--- src/cmp_pkg.sv ---
// Constants and types for the control mode page register bank
package cmp_pkg;

    // Page register byte indices (printed offsets are not all multiples of four)
    localparam logic [3:0] IDX_PAGE_HEADER    = 4'h0;
    localparam logic [3:0] IDX_PAGE_LENGTH    = 4'h1;
    localparam logic [3:0] IDX_PROT_SENSE     = 4'h2;
    localparam logic [3:0] IDX_QUEUE_CONTROL  = 4'h3;
    localparam logic [3:0] IDX_FIXED_FLAGS    = 4'h4;
    localparam logic [3:0] IDX_APP_TAG_CTRL   = 4'h5;
    localparam logic [3:0] IDX_OBSOLETE       = 4'h6;
    localparam logic [3:0] IDX_BUSY_TIMEOUT   = 4'h8;
    localparam logic [3:0] IDX_SELFTEST_TIME  = 4'hA;
    // Own registers: command evaluation and status
    localparam logic [3:0] IDX_CMD_INPUT      = 4'hC;
    localparam logic [3:0] IDX_CMD_RESULT     = 4'hD;
    localparam logic [3:0] IDX_EVENT_STATUS   = 4'hE;

    // Reset and fixed values
    localparam logic [7:0]  PAGE_HEADER_VAL   = 8'h0A;
    localparam logic [7:0]  PAGE_LENGTH_VAL   = 8'h0A;
    localparam logic [7:0]  PROT_SENSE_RST    = 8'h04;
    localparam logic [7:0]  QUEUE_CONTROL_RST = 8'h00;
    localparam logic [7:0]  APP_TAG_CTRL_RST  = 8'h00;
    localparam logic [15:0] BUSY_TIMEOUT_RST  = 16'h0000;
    localparam logic [15:0] SELFTEST_DEFAULT  = 16'h0000;
    localparam logic [2:0]  SPT_SBLP_VAL      = 3'h6;

    // Field positions in the settable bytes
    localparam int DPICZ_BIT  = 3;
    localparam int DSENSE_BIT = 2;
    localparam int QAM_LSB    = 4;
    localparam int QERR_LSB   = 1;
    localparam int ATO_BIT    = 7;
    localparam int ATMPE_BIT  = 5;
    localparam int RWWP_BIT   = 4;
    localparam int SBLP_BIT   = 3;

    // Writable masks of the mixed bytes
    localparam logic [7:0] PROT_SENSE_MASK = 8'h0C;
    localparam logic [7:0] QUEUE_CTRL_MASK = 8'hF6;
    localparam logic [7:0] APP_TAG_MASK    = 8'hB8;

    // Queue algorithm modifier and queue error codes
    typedef enum logic [1:0] {QO_RESTRICTED, QO_UNRESTRICTED, QO_DISABLED} cmp_order_type;
    localparam logic [3:0] QAM_RESTRICTED   = 4'h0;
    localparam logic [3:0] QAM_UNRESTRICTED = 4'h1;
    localparam logic [3:0] QAM_DISABLED     = 4'h8;
    localparam logic [1:0] QERR_BLOCK_ALL   = 2'h0;
    localparam logic [1:0] QERR_ABORT_ALL   = 2'h1;
    localparam logic [1:0] QERR_RESERVED    = 2'h2;
    localparam logic [1:0] QERR_ABORT_OWN   = 2'h3;

    // Self-test saturation value
    localparam logic [15:0] SELFTEST_SAT    = 16'hFFFF;

endpackage

--- src/cmp_control_page.sv ---
// Control mode page register bank with APB slave and setting decode
//
// Local design decision: register access over APB.
`timescale 1ns/1ps
module cmp_control_page
    import cmp_pkg::*;
#(
    parameter int SELFTEST_W = 32
)
(
    input  wire logic        REF_CLK,
    input  wire logic        RST,
    input  wire logic        PSEL,
    input  wire logic        PENABLE,
    input  wire logic        PWRITE,
    input  wire logic [5:0]  PADDR,
    input  wire logic [31:0] PWDATA,
    input  wire logic [3:0]  PSTRB,
    output logic [31:0]      PRDATA,
    output logic             PREADY,
    output logic             PSLVERR,
    input  wire logic [SELFTEST_W-1:0] SELFTEST_SECONDS,
    output logic             PI_CHECK_EN,
    output logic             SENSE_DESCRIPTOR,
    output logic [1:0]       REORDER_MODE,
    output logic [1:0]       QERR_MODE,
    output logic             APP_TAG_PRESERVE,
    output logic             APP_TAG_CHECK_EN,
    output logic             APP_TAG_FROM_PAGE,
    output logic             REJECT_WRITE,
    output logic             SBLP_PAGE_EN,
    output logic [2:0]       SPT_VALUE,
    output logic             UNIT_ATTENTION
);

    // The estimate input must carry the full 16-bit field;
    // a narrower port could never reach the saturation code
    if (SELFTEST_W < 16)
    begin : gen_width_check
        $error("SELFTEST_W must be at least 16");
    end

    // Stored settings
    logic [7:0]  prot_sense_reg;
    logic [7:0]  queue_control_reg;
    logic [7:0]  app_tag_reg;
    logic [15:0] busy_timeout_reg;
    logic [15:0] selftest_reg;
    logic [4:0]  cmd_in_reg;
    logic        ua_reg;
    logic [31:0] prdata_reg;
    logic        pready_reg;
    logic        pslverr_reg;

    // Byte-lane merge of a write into a stored byte
    function automatic logic [7:0] merge_byte(input logic [7:0] old_v, input logic [7:0] new_v,
                                              input logic [7:0] mask, input logic en);
        merge_byte = en ? ((old_v & ~mask) | (new_v & mask)) : old_v;
    endfunction

    // APB decode; access phase answered after one wait state
    wire        access     = PSEL && PENABLE && !pready_reg;
    wire [3:0]  word_idx   = PADDR[5:2];
    wire        wr_acc     = access && PWRITE;
    wire        hit_page   = (word_idx <= IDX_SELFTEST_TIME);
    wire        hit_own    = (word_idx == IDX_CMD_INPUT) || (word_idx == IDX_CMD_RESULT)
                             || (word_idx == IDX_EVENT_STATUS);
    wire        mapped     = hit_page || hit_own;
    wire        wr_prot    = wr_acc && word_idx == IDX_PROT_SENSE && PSTRB[0];
    wire        wr_queue   = wr_acc && word_idx == IDX_QUEUE_CONTROL && PSTRB[0];
    wire        wr_app     = wr_acc && word_idx == IDX_APP_TAG_CTRL && PSTRB[0];
    wire        wr_busy    = wr_acc && word_idx == IDX_BUSY_TIMEOUT;
    wire        wr_cmd     = wr_acc && word_idx == IDX_CMD_INPUT && PSTRB[0];
    wire        wr_status  = wr_acc && word_idx == IDX_EVENT_STATUS && PSTRB[0];

    // Reserved queue codes are refused; whole write dropped
    wire [3:0]  new_qam    = PWDATA[QAM_LSB+3:QAM_LSB];
    wire [1:0]  new_qerr   = PWDATA[QERR_LSB+1:QERR_LSB];
    wire        qam_ok     = new_qam == QAM_RESTRICTED || new_qam == QAM_UNRESTRICTED
                             || new_qam == QAM_DISABLED;
    wire        qerr_ok    = new_qerr != QERR_RESERVED;
    wire        queue_bad  = wr_queue && !(qam_ok && qerr_ok);
    wire        err_next   = access && (!mapped || queue_bad);

    // Next values of the settings; fixed fields masked off
    wire [7:0]  prot_sense_next = merge_byte(prot_sense_reg, PWDATA[7:0], PROT_SENSE_MASK,
                                             wr_prot);
    wire [7:0]  queue_next      = merge_byte(queue_control_reg, PWDATA[7:0], QUEUE_CTRL_MASK,
                                             wr_queue && !queue_bad);
    wire [7:0]  app_tag_next    = merge_byte(app_tag_reg, PWDATA[7:0], APP_TAG_MASK, wr_app);
    // Stored only; nothing acts on it
    wire [15:0] busy_next       = wr_busy ? {merge_byte(busy_timeout_reg[15:8], PWDATA[15:8],
                                  8'hFF, PSTRB[1]), merge_byte(busy_timeout_reg[7:0],
                                  PWDATA[7:0], 8'hFF, PSTRB[0])} : busy_timeout_reg;

    // Self-test time in seconds, clamped at the top code
    wire        st_over    = |(SELFTEST_SECONDS >> 16);
    wire [15:0] selftest_next = st_over ? SELFTEST_SAT : SELFTEST_SECONDS[15:0];

    // Any change of SBLP sets attention; set wins over clear
    wire        sblp_flip  = app_tag_next[SBLP_BIT] != app_tag_reg[SBLP_BIT];
    wire        ua_next    = sblp_flip ? 1'b1 : (wr_status && PWDATA[0]) ? 1'b0 : ua_reg;

    // Command descriptor: bit0 protect field zero, bit1 app check supported,
    // bit2 unprotected write, bit3 medium has PI
    wire        cmd_prot_zero = cmd_in_reg[0];
    wire        cmd_app_sup   = cmd_in_reg[1];
    wire        cmd_wr_nopi   = cmd_in_reg[2];
    wire        cmd_media_pi  = cmd_in_reg[3];

    // Settings decode
    wire        dpicz      = prot_sense_reg[DPICZ_BIT];
    wire        ato        = app_tag_reg[ATO_BIT];
    wire        atmpe      = app_tag_reg[ATMPE_BIT];
    wire        pi_chk     = !(dpicz && cmd_prot_zero);
    wire [3:0]  cur_qam    = queue_control_reg[QAM_LSB+3:QAM_LSB];
    wire [1:0]  cur_qerr   = queue_control_reg[QERR_LSB+1:QERR_LSB];
    // Restricted / unrestricted / disabled ordering
    wire [1:0]  order_next = (cur_qam == QAM_DISABLED)     ? 2'(QO_DISABLED) :
                             (cur_qam == QAM_UNRESTRICTED) ? 2'(QO_UNRESTRICTED) :
                                                             2'(QO_RESTRICTED);
    // Queue error handling code passed to the task manager
    wire [1:0]  qerr_next  = cur_qerr;
    wire        tag_keep   = ato;
    wire        tag_chk    = ato && pi_chk;
    wire        tag_page   = atmpe && ato && pi_chk && cmd_app_sup;
    wire        rej_next   = app_tag_reg[RWWP_BIT] && cmd_media_pi && cmd_wr_nopi;
    wire        sblp       = app_tag_reg[SBLP_BIT];
    wire [2:0]  spt_next   = sblp ? SPT_SBLP_VAL : 3'h0;

    // Read mux; narrow registers sit in the low bits
    logic [31:0] rd_mux;
    always_comb
    begin
        rd_mux = 32'h0000_0000;
        case (word_idx)
            IDX_PAGE_HEADER:   rd_mux = {24'h0, PAGE_HEADER_VAL};
            IDX_PAGE_LENGTH:   rd_mux = {24'h0, PAGE_LENGTH_VAL};
            IDX_PROT_SENSE:    rd_mux = {24'h0, prot_sense_reg};
            IDX_QUEUE_CONTROL: rd_mux = {24'h0, queue_control_reg};
            IDX_FIXED_FLAGS:   rd_mux = 32'h0000_0000;
            IDX_APP_TAG_CTRL:  rd_mux = {24'h0, app_tag_reg};
            IDX_BUSY_TIMEOUT:  rd_mux = {16'h0, busy_timeout_reg};
            IDX_SELFTEST_TIME: rd_mux = {16'h0, selftest_reg};
            IDX_CMD_INPUT:     rd_mux = {27'h0, cmd_in_reg};
            IDX_CMD_RESULT:    rd_mux = {24'h0, tag_page, rej_next, sblp, tag_chk,
                                         pi_chk, prot_sense_reg[DSENSE_BIT], 2'h0};
            IDX_EVENT_STATUS:  rd_mux = {31'h0, ua_reg};
            default:           rd_mux = 32'h0000_0000;
        endcase
    end

    // Protection and sense byte; fixed bits are never stored
    always_ff @(posedge REF_CLK)
    begin
        if (RST)
            prot_sense_reg <= PROT_SENSE_RST;
        else
            prot_sense_reg <= prot_sense_next;
    end

    // Queue byte; a refused write leaves it as it was
    always_ff @(posedge REF_CLK)
    begin
        if (RST)
            queue_control_reg <= QUEUE_CONTROL_RST;
        else
            queue_control_reg <= queue_next;
    end

    // Tag owner, tag page, write protection and SBLP byte
    always_ff @(posedge REF_CLK)
    begin
        if (RST)
            app_tag_reg <= APP_TAG_CTRL_RST;
        else
            app_tag_reg <= app_tag_next;
    end

    // Busy timeout, kept only so that it reads back
    always_ff @(posedge REF_CLK)
    begin
        if (RST)
            busy_timeout_reg <= BUSY_TIMEOUT_RST;
        else
            busy_timeout_reg <= busy_next;
    end

    // Self-test estimate, refreshed every clock
    // Clamped before storage so software never sees a wrapped time
    always_ff @(posedge REF_CLK)
    begin
        if (RST)
            selftest_reg <= SELFTEST_DEFAULT;
        else
            selftest_reg <= selftest_next;
    end

    // Facts of the command under evaluation
    // Held in a register so the decoded outputs stay put between writes
    wire [4:0]  cmd_in_next = wr_cmd ? PWDATA[4:0] : cmd_in_reg;
    always_ff @(posedge REF_CLK)
    begin
        if (RST)
            cmd_in_reg <= 5'h00;
        else
            cmd_in_reg <= cmd_in_next;
    end

    // Sticky attention flag; a change of SBLP beats a clear
    // Cleared by writing one to bit 0 of the status word
    always_ff @(posedge REF_CLK)
    begin
        if (RST)
            ua_reg <= 1'b0;
        else
            ua_reg <= ua_next;
    end

    // One ready pulse per access, one wait state
    // The held PENABLE cannot start a second access while ready is up
    always_ff @(posedge REF_CLK)
    begin
        if (RST)
            pready_reg <= 1'b0;
        else
            pready_reg <= access;
    end

    // Error flag rides with ready
    always_ff @(posedge REF_CLK)
    begin
        if (RST)
            pslverr_reg <= 1'b0;
        else
            pslverr_reg <= err_next;
    end

    // Read data only for mapped reads; zero otherwise
    wire [31:0] prdata_next = (access && !PWRITE && mapped) ? rd_mux : 32'h0000_0000;
    always_ff @(posedge REF_CLK)
    begin
        if (RST)
            prdata_reg <= 32'h0000_0000;
        else
            prdata_reg <= prdata_next;
    end

    // Decoded outputs, one flop each; all lag the stored page by a clock
    // PI check enable for the command on hand
    always_ff @(posedge REF_CLK)
    begin
        if (RST)
            PI_CHECK_EN <= 1'b1;
        else
            PI_CHECK_EN <= pi_chk;
    end

    // Sense data format
    always_ff @(posedge REF_CLK)
    begin
        if (RST)
            SENSE_DESCRIPTOR <= 1'b1;
        else
            SENSE_DESCRIPTOR <= prot_sense_reg[DSENSE_BIT];
    end

    // Reordering freedom
    // Reserved codes never arrive here: their write is refused
    always_ff @(posedge REF_CLK)
    begin
        if (RST)
            REORDER_MODE <= 2'h0;
        else
            REORDER_MODE <= order_next;
    end

    // Queue error handling
    always_ff @(posedge REF_CLK)
    begin
        if (RST)
            QERR_MODE <= 2'h0;
        else
            QERR_MODE <= qerr_next;
    end

    // Application tag left untouched
    always_ff @(posedge REF_CLK)
    begin
        if (RST)
            APP_TAG_PRESERVE <= 1'b0;
        else
            APP_TAG_PRESERVE <= tag_keep;
    end

    // Application tag checked
    always_ff @(posedge REF_CLK)
    begin
        if (RST)
            APP_TAG_CHECK_EN <= 1'b0;
        else
            APP_TAG_CHECK_EN <= tag_chk;
    end

    // Expected tag taken from the tag page
    // Needs ATMPE, ATO, checking and support all at once
    always_ff @(posedge REF_CLK)
    begin
        if (RST)
            APP_TAG_FROM_PAGE <= 1'b0;
        else
            APP_TAG_FROM_PAGE <= tag_page;
    end

    // Unprotected write refused
    // Only meaningful while the medium carries protection information
    always_ff @(posedge REF_CLK)
    begin
        if (RST)
            REJECT_WRITE <= 1'b0;
        else
            REJECT_WRITE <= rej_next;
    end

    // Block length page served
    always_ff @(posedge REF_CLK)
    begin
        if (RST)
            SBLP_PAGE_EN <= 1'b0;
        else
            SBLP_PAGE_EN <= sblp;
    end

    // SPT code; switches in the same cycle as the page enable
    always_ff @(posedge REF_CLK)
    begin
        if (RST)
            SPT_VALUE <= 3'h0;
        else
            SPT_VALUE <= spt_next;
    end

    // Attention seen by the command path, a clock behind the flag
    always_ff @(posedge REF_CLK)
    begin
        if (RST)
            UNIT_ATTENTION <= 1'b0;
        else
            UNIT_ATTENTION <= ua_reg;
    end

    assign PRDATA  = prdata_reg;
    assign PREADY  = pready_reg;
    assign PSLVERR = pslverr_reg;

endmodule

--- config.mk ---
export PLATFORM = sky130hd
export DESIGN_NAME = cmp_control_page
export DESIGN_NICKNAME = d
export VERILOG_FILES = /design/src/cmp_pkg.sv /design/src/cmp_control_page.sv
export SDC_FILE = /design/constraint.sdc
export NUM_CORES = 1
export LEC_CHECK = 0
export BUFFER_PORTS_ARGS = -buffer_cell sky130_fd_sc_hd__buf_2
export CAP_MARGIN = 10
export CORE_ASPECT_RATIO = 1.2
export CORE_MARGIN = 2
export CORE_UTILIZATION = 30
export CTS_CLUSTER_SIZE = 30
export DETAILED_ROUTE_END_ITERATION = 8
export GPL_TIMING_DRIVEN = 0
export PLACE_DENSITY = 0.58
export SLEW_MARGIN = 15
export SYNTH_ARGS = -nofsm -noshare
export SYNTH_HDL_FRONTEND = slang
export SYNTH_SLANG_ARGS = --single-unit
export TNS_END_PERCENT = 1
--- constraint.sdc ---
create_clock -name REF_CLK -period 1.2 [get_ports REF_CLK]
set_input_delay 0.18 -clock REF_CLK [delete_from_list [all_inputs] [get_ports REF_CLK]]
set_output_delay 0.18 -clock REF_CLK [all_outputs]
set_load 0.03 [all_outputs]
==> metrics.log <==
[metrics] Reg power frac: 0.432
[metrics] Synth Cell Area: 3263 um^2
[metrics] Final HPWL DP: 6811 um
[metrics] pin count of the biggest net entering global routing: 17
[metrics] total iterations of the first detailed-routing run: 4
[metrics] relative area change from synthesis to final layout: 35.85%
[metrics] root buffer cell: sky130_fd_sc_hd__clkbuf_16
[metrics] effective utilization at floorplan: 0.3088
[metrics] Static Leak: 2.008 nW
[metrics] final setup slack of the worst path: -200.0 ps
[metrics] number of buffers on the longest clock path: 2
[metrics] diodes inserted: 0
[metrics] area of the core: 10570 um^2
[metrics] net count reported at finish: 541
[metrics] unrepaired setup endpoints after global routing: true
[metrics] violated checks: setup timing
[metrics] average instance area after synthesis: 9.458 um^2
[metrics] Clk pwr share: 0.488
[metrics] via count of the first global-routing pass: 2807
[metrics] die outline area: 11730 um^2
[metrics] Seq/Total Area, Yosys: 0.4908
[metrics] critical path required time: 1430 ps
[metrics] Comb power frac: 0.080
[metrics] total number of clock tree sinks: 80
[metrics] sort of element at the start of the critical path: register
[metrics] type of the tightest min-delay check: input pin to register
[metrics] Starting DRT DRC Count: 139
[metrics] post-detailed-route DRC marker count: 0
[metrics] data arrival time of the critical path: 1630 ps
[metrics] FMAX: 714.3 MHz
[metrics] global router's overall resource usage: 0.1572
[metrics] leading cell types by count after synthesis: sky130_fd_sc_hd__dfxtp_1 (80), sky130_fd_sc_hd__nor2_1 (59), sky130_fd_sc_hd__nand2_1 (29)
[metrics] switching share of total power: 0.2394
[metrics] library cell occupying the most area in the post-synthesis netlist: sky130_fd_sc_hd__dfxtp_1
[metrics] number of flops mapped to enable cells by yosys: 0
[metrics] classification of the worst setup path: register to register
[metrics] clock-pin transition on the worst setup and hold timing paths: 70 ps
[metrics] Unique masters post-synth: 55
[metrics] power density over cell area: 1410 nW/um^2
[metrics] hold bufs inserted after CTS: 0
[metrics] crit path time final: 1400 ps
[metrics] count of standard-cell rows: 41
[metrics] die outline height: 118.2 um
[metrics] summed negative setup slack over all endpoints: -5452 ps
[metrics] design internal power: 0.004755 W
[metrics] final weighted congestion in routability-driven placement: 0.8838
[metrics] count of pins over their slew limit: 0
[metrics] total placed cells including tap cells: 578
[metrics] count of endpoints failing setup in the final report: 47
[metrics] relative slew slack: 0.4970
[metrics] Final Non-Filler Cells: 596
[metrics] hold violation count in the final report: 0
[metrics] antenna-violating nets left: 0
[metrics] top cell type's share of synthesized area: 0.4908
[metrics] number of buffer cells added on primary ports: 88
[metrics] overall via count from detail_route: 2845
[metrics] WL final: 9209 um
[metrics] Fillers: 1071
[metrics] per-cell via count in the routed design: 4.773
[metrics] total number of yosys warnings: 0
[metrics] final core utilization: 0.4195
[metrics] insertion delay of the later-clocked pin in the worst-skew pair: 340 ps
[metrics] power after layout: 0.006252 W
[metrics] total of flip-flops plus latches after synthesis: 80
[metrics] number of top-level pins: 128
[metrics] run status: finished with violations
[metrics] multi-input combinational cell area: 1592 um^2
[metrics] depth of the CTS H-tree: 3
[metrics] Critical Path Fanout Max: 5
[metrics] net switching power figure: 0.001496 W
[metrics] commonest register cell after synthesis: sky130_fd_sc_hd__dfxtp_1
[metrics] slew at the pin closest to its max-slew limit: 751.3 ps
[metrics] layout cells sized above 1: 0.3619
[metrics] worst ir drop on vdd: 0.5409 mV
[metrics] period utilisation layout: 1.167
[metrics] capturing element type of the critical path: register
[metrics] number of cells produced by synthesis: 345
[metrics] Routed WL per cell: 15.45 um
[metrics] setup skew after layout: 4.891 ps
[metrics] count of maximum capacitance violations: 0
[metrics] first-pass GRT wire length: 14280 um
[metrics] pre-CTS worst setup slack: -453.1 ps
[metrics] total area of sequential cells: 1605 um^2
[metrics] CTS tree: done
[metrics] top cells by area, synth: sky130_fd_sc_hd__dfxtp_1 (49%), sky130_fd_sc_hd__nor2_1 (6.8%), sky130_fd_sc_hd__buf_4 (5.3%)
[metrics] die outline width: 99.21 um
[metrics] leftover overflow at the end of global routing: 0
[metrics] number of antenna violations at the first check in global routing: 0
[metrics] most common cell in the netlist: sky130_fd_sc_hd__dfxtp_1
[metrics] share of flip-flops with an asynchronous set or reset: 0
[metrics] CTS buffer count: 9
==> metal layers <==
metal | track usage | part of all wire | up-vias
met1 | 0.1820 | 0.40 | 1335
met2 | 0.2720 | 0.51 | 105
li1 | - | - | 1394
met4 | 0.06849 | 0.016 | 0
met3 | 0.03844 | 0.073 | 11
met5 | 0 | 0 | -
==> cells by family (layout without fill, tap and decap cells) <==
kind of cell,Yosys count,count (layout),share of synthesized area
other,1,17,0.001149
XOR/XNOR,1,1,0.002685
AND/OR/NAND/NOR,152,153,0.2527
AO/OA/AOI/OAI,54,54,0.1158
multiplexers,19,19,0.06212
buffers and inverters,38,143,0.07477
flip-flops,80,80,0.4908
==> through the flow <==
stage	instance area [um^2]	hold WS [ps]
4_1_cts	4365	34.15
5_1_grt	4433	52.35
2_1_floorplan	3341	300.7
3_3_place_gp	3943	392.1
3_5_place_dp	3943	393.8
6_report	4433	41.80
==> worst max-delay path, stage by stage, from the launching register on <==
cell and delay, ps:
sky130_fd_sc_hd__dfxtp_4 350, sky130_fd_sc_hd__and4b_2 330, sky130_fd_sc_hd__buf_8 160, sky130_fd_sc_hd__nand4_4 120, sky130_fd_sc_hd__mux2_4 330
==> power groups by stage <==
stage	registers, W	logic (W)	clock network (W)
after floorplan	0.00276	0.000280	0
after global placement	0.00276	0.000466	0
after detailed placement	0.00276	0.000468	0
after CTS	0.00270	0.000483	0.00309
after global routing	0.00270	0.000537	0.00321
final	0.00270	0.000502	0.00305
==> area by class of cell <==
class	instances	share of cell area
Clock inverter	7	0.02456
Sequential cell	80	0.3621
Timing Repair Buffer	90	0.1075
Buffer	36	0.05871
Tap cell	129	0.03641
Inverter	1	0.0008467
Clock buffer	9	0.05080
Multi-Input combinational cell	244	0.3590
==> path summary, 6_finish.rpt <==
check | from | endpoint | slack [ps] | cells past startpoint
min | SELFTEST_SECONDS[11] | selftest_reg[11] | 40 | 3
min reg2reg | busy_timeout_reg[13] | busy_timeout_reg[13] | 460 | 2
max reg2reg | PREADY | queue_control_reg[1] | -200 | 4
max | PREADY | queue_control_reg[1] | -200 | 4
==> cells in the final DEF (no fill, tap or decap), types with 4 or more instances in the layout <==
cell type and instances:
sky130_fd_sc_hd__clkbuf_1 5, sky130_fd_sc_hd__nand3_1 5, sky130_fd_sc_hd__nor2b_1 9, sky130_fd_sc_hd__dfxtp_1 79, sky130_fd_sc_hd__a22oi_1 12, sky130_fd_sc_hd__nand2b_1 7
sky130_fd_sc_hd__a31oi_1 4, sky130_fd_sc_hd__buf_4 24, sky130_fd_sc_hd__clkbuf_16 9, sky130_fd_sc_hd__a21oi_1 13, sky130_fd_sc_hd__mux2i_1 15, sky130_fd_sc_hd__nand3b_1 4
sky130_fd_sc_hd__conb_1 17, sky130_fd_sc_hd__buf_2 89, sky130_fd_sc_hd__nand2_1 29, sky130_fd_sc_hd__nor2_1 56, sky130_fd_sc_hd__o21ai_0 6
==> what timing repair did <==
item	4_1_cts	5_1_grt
gates resized for setup	13	22
setup endpoints to repair	62	65
endpoints found under the hold margin	0	0
pin swaps	2	8
buffers inserted	1	0
cloned	1	1
Power figures use the tool's default switching activity.
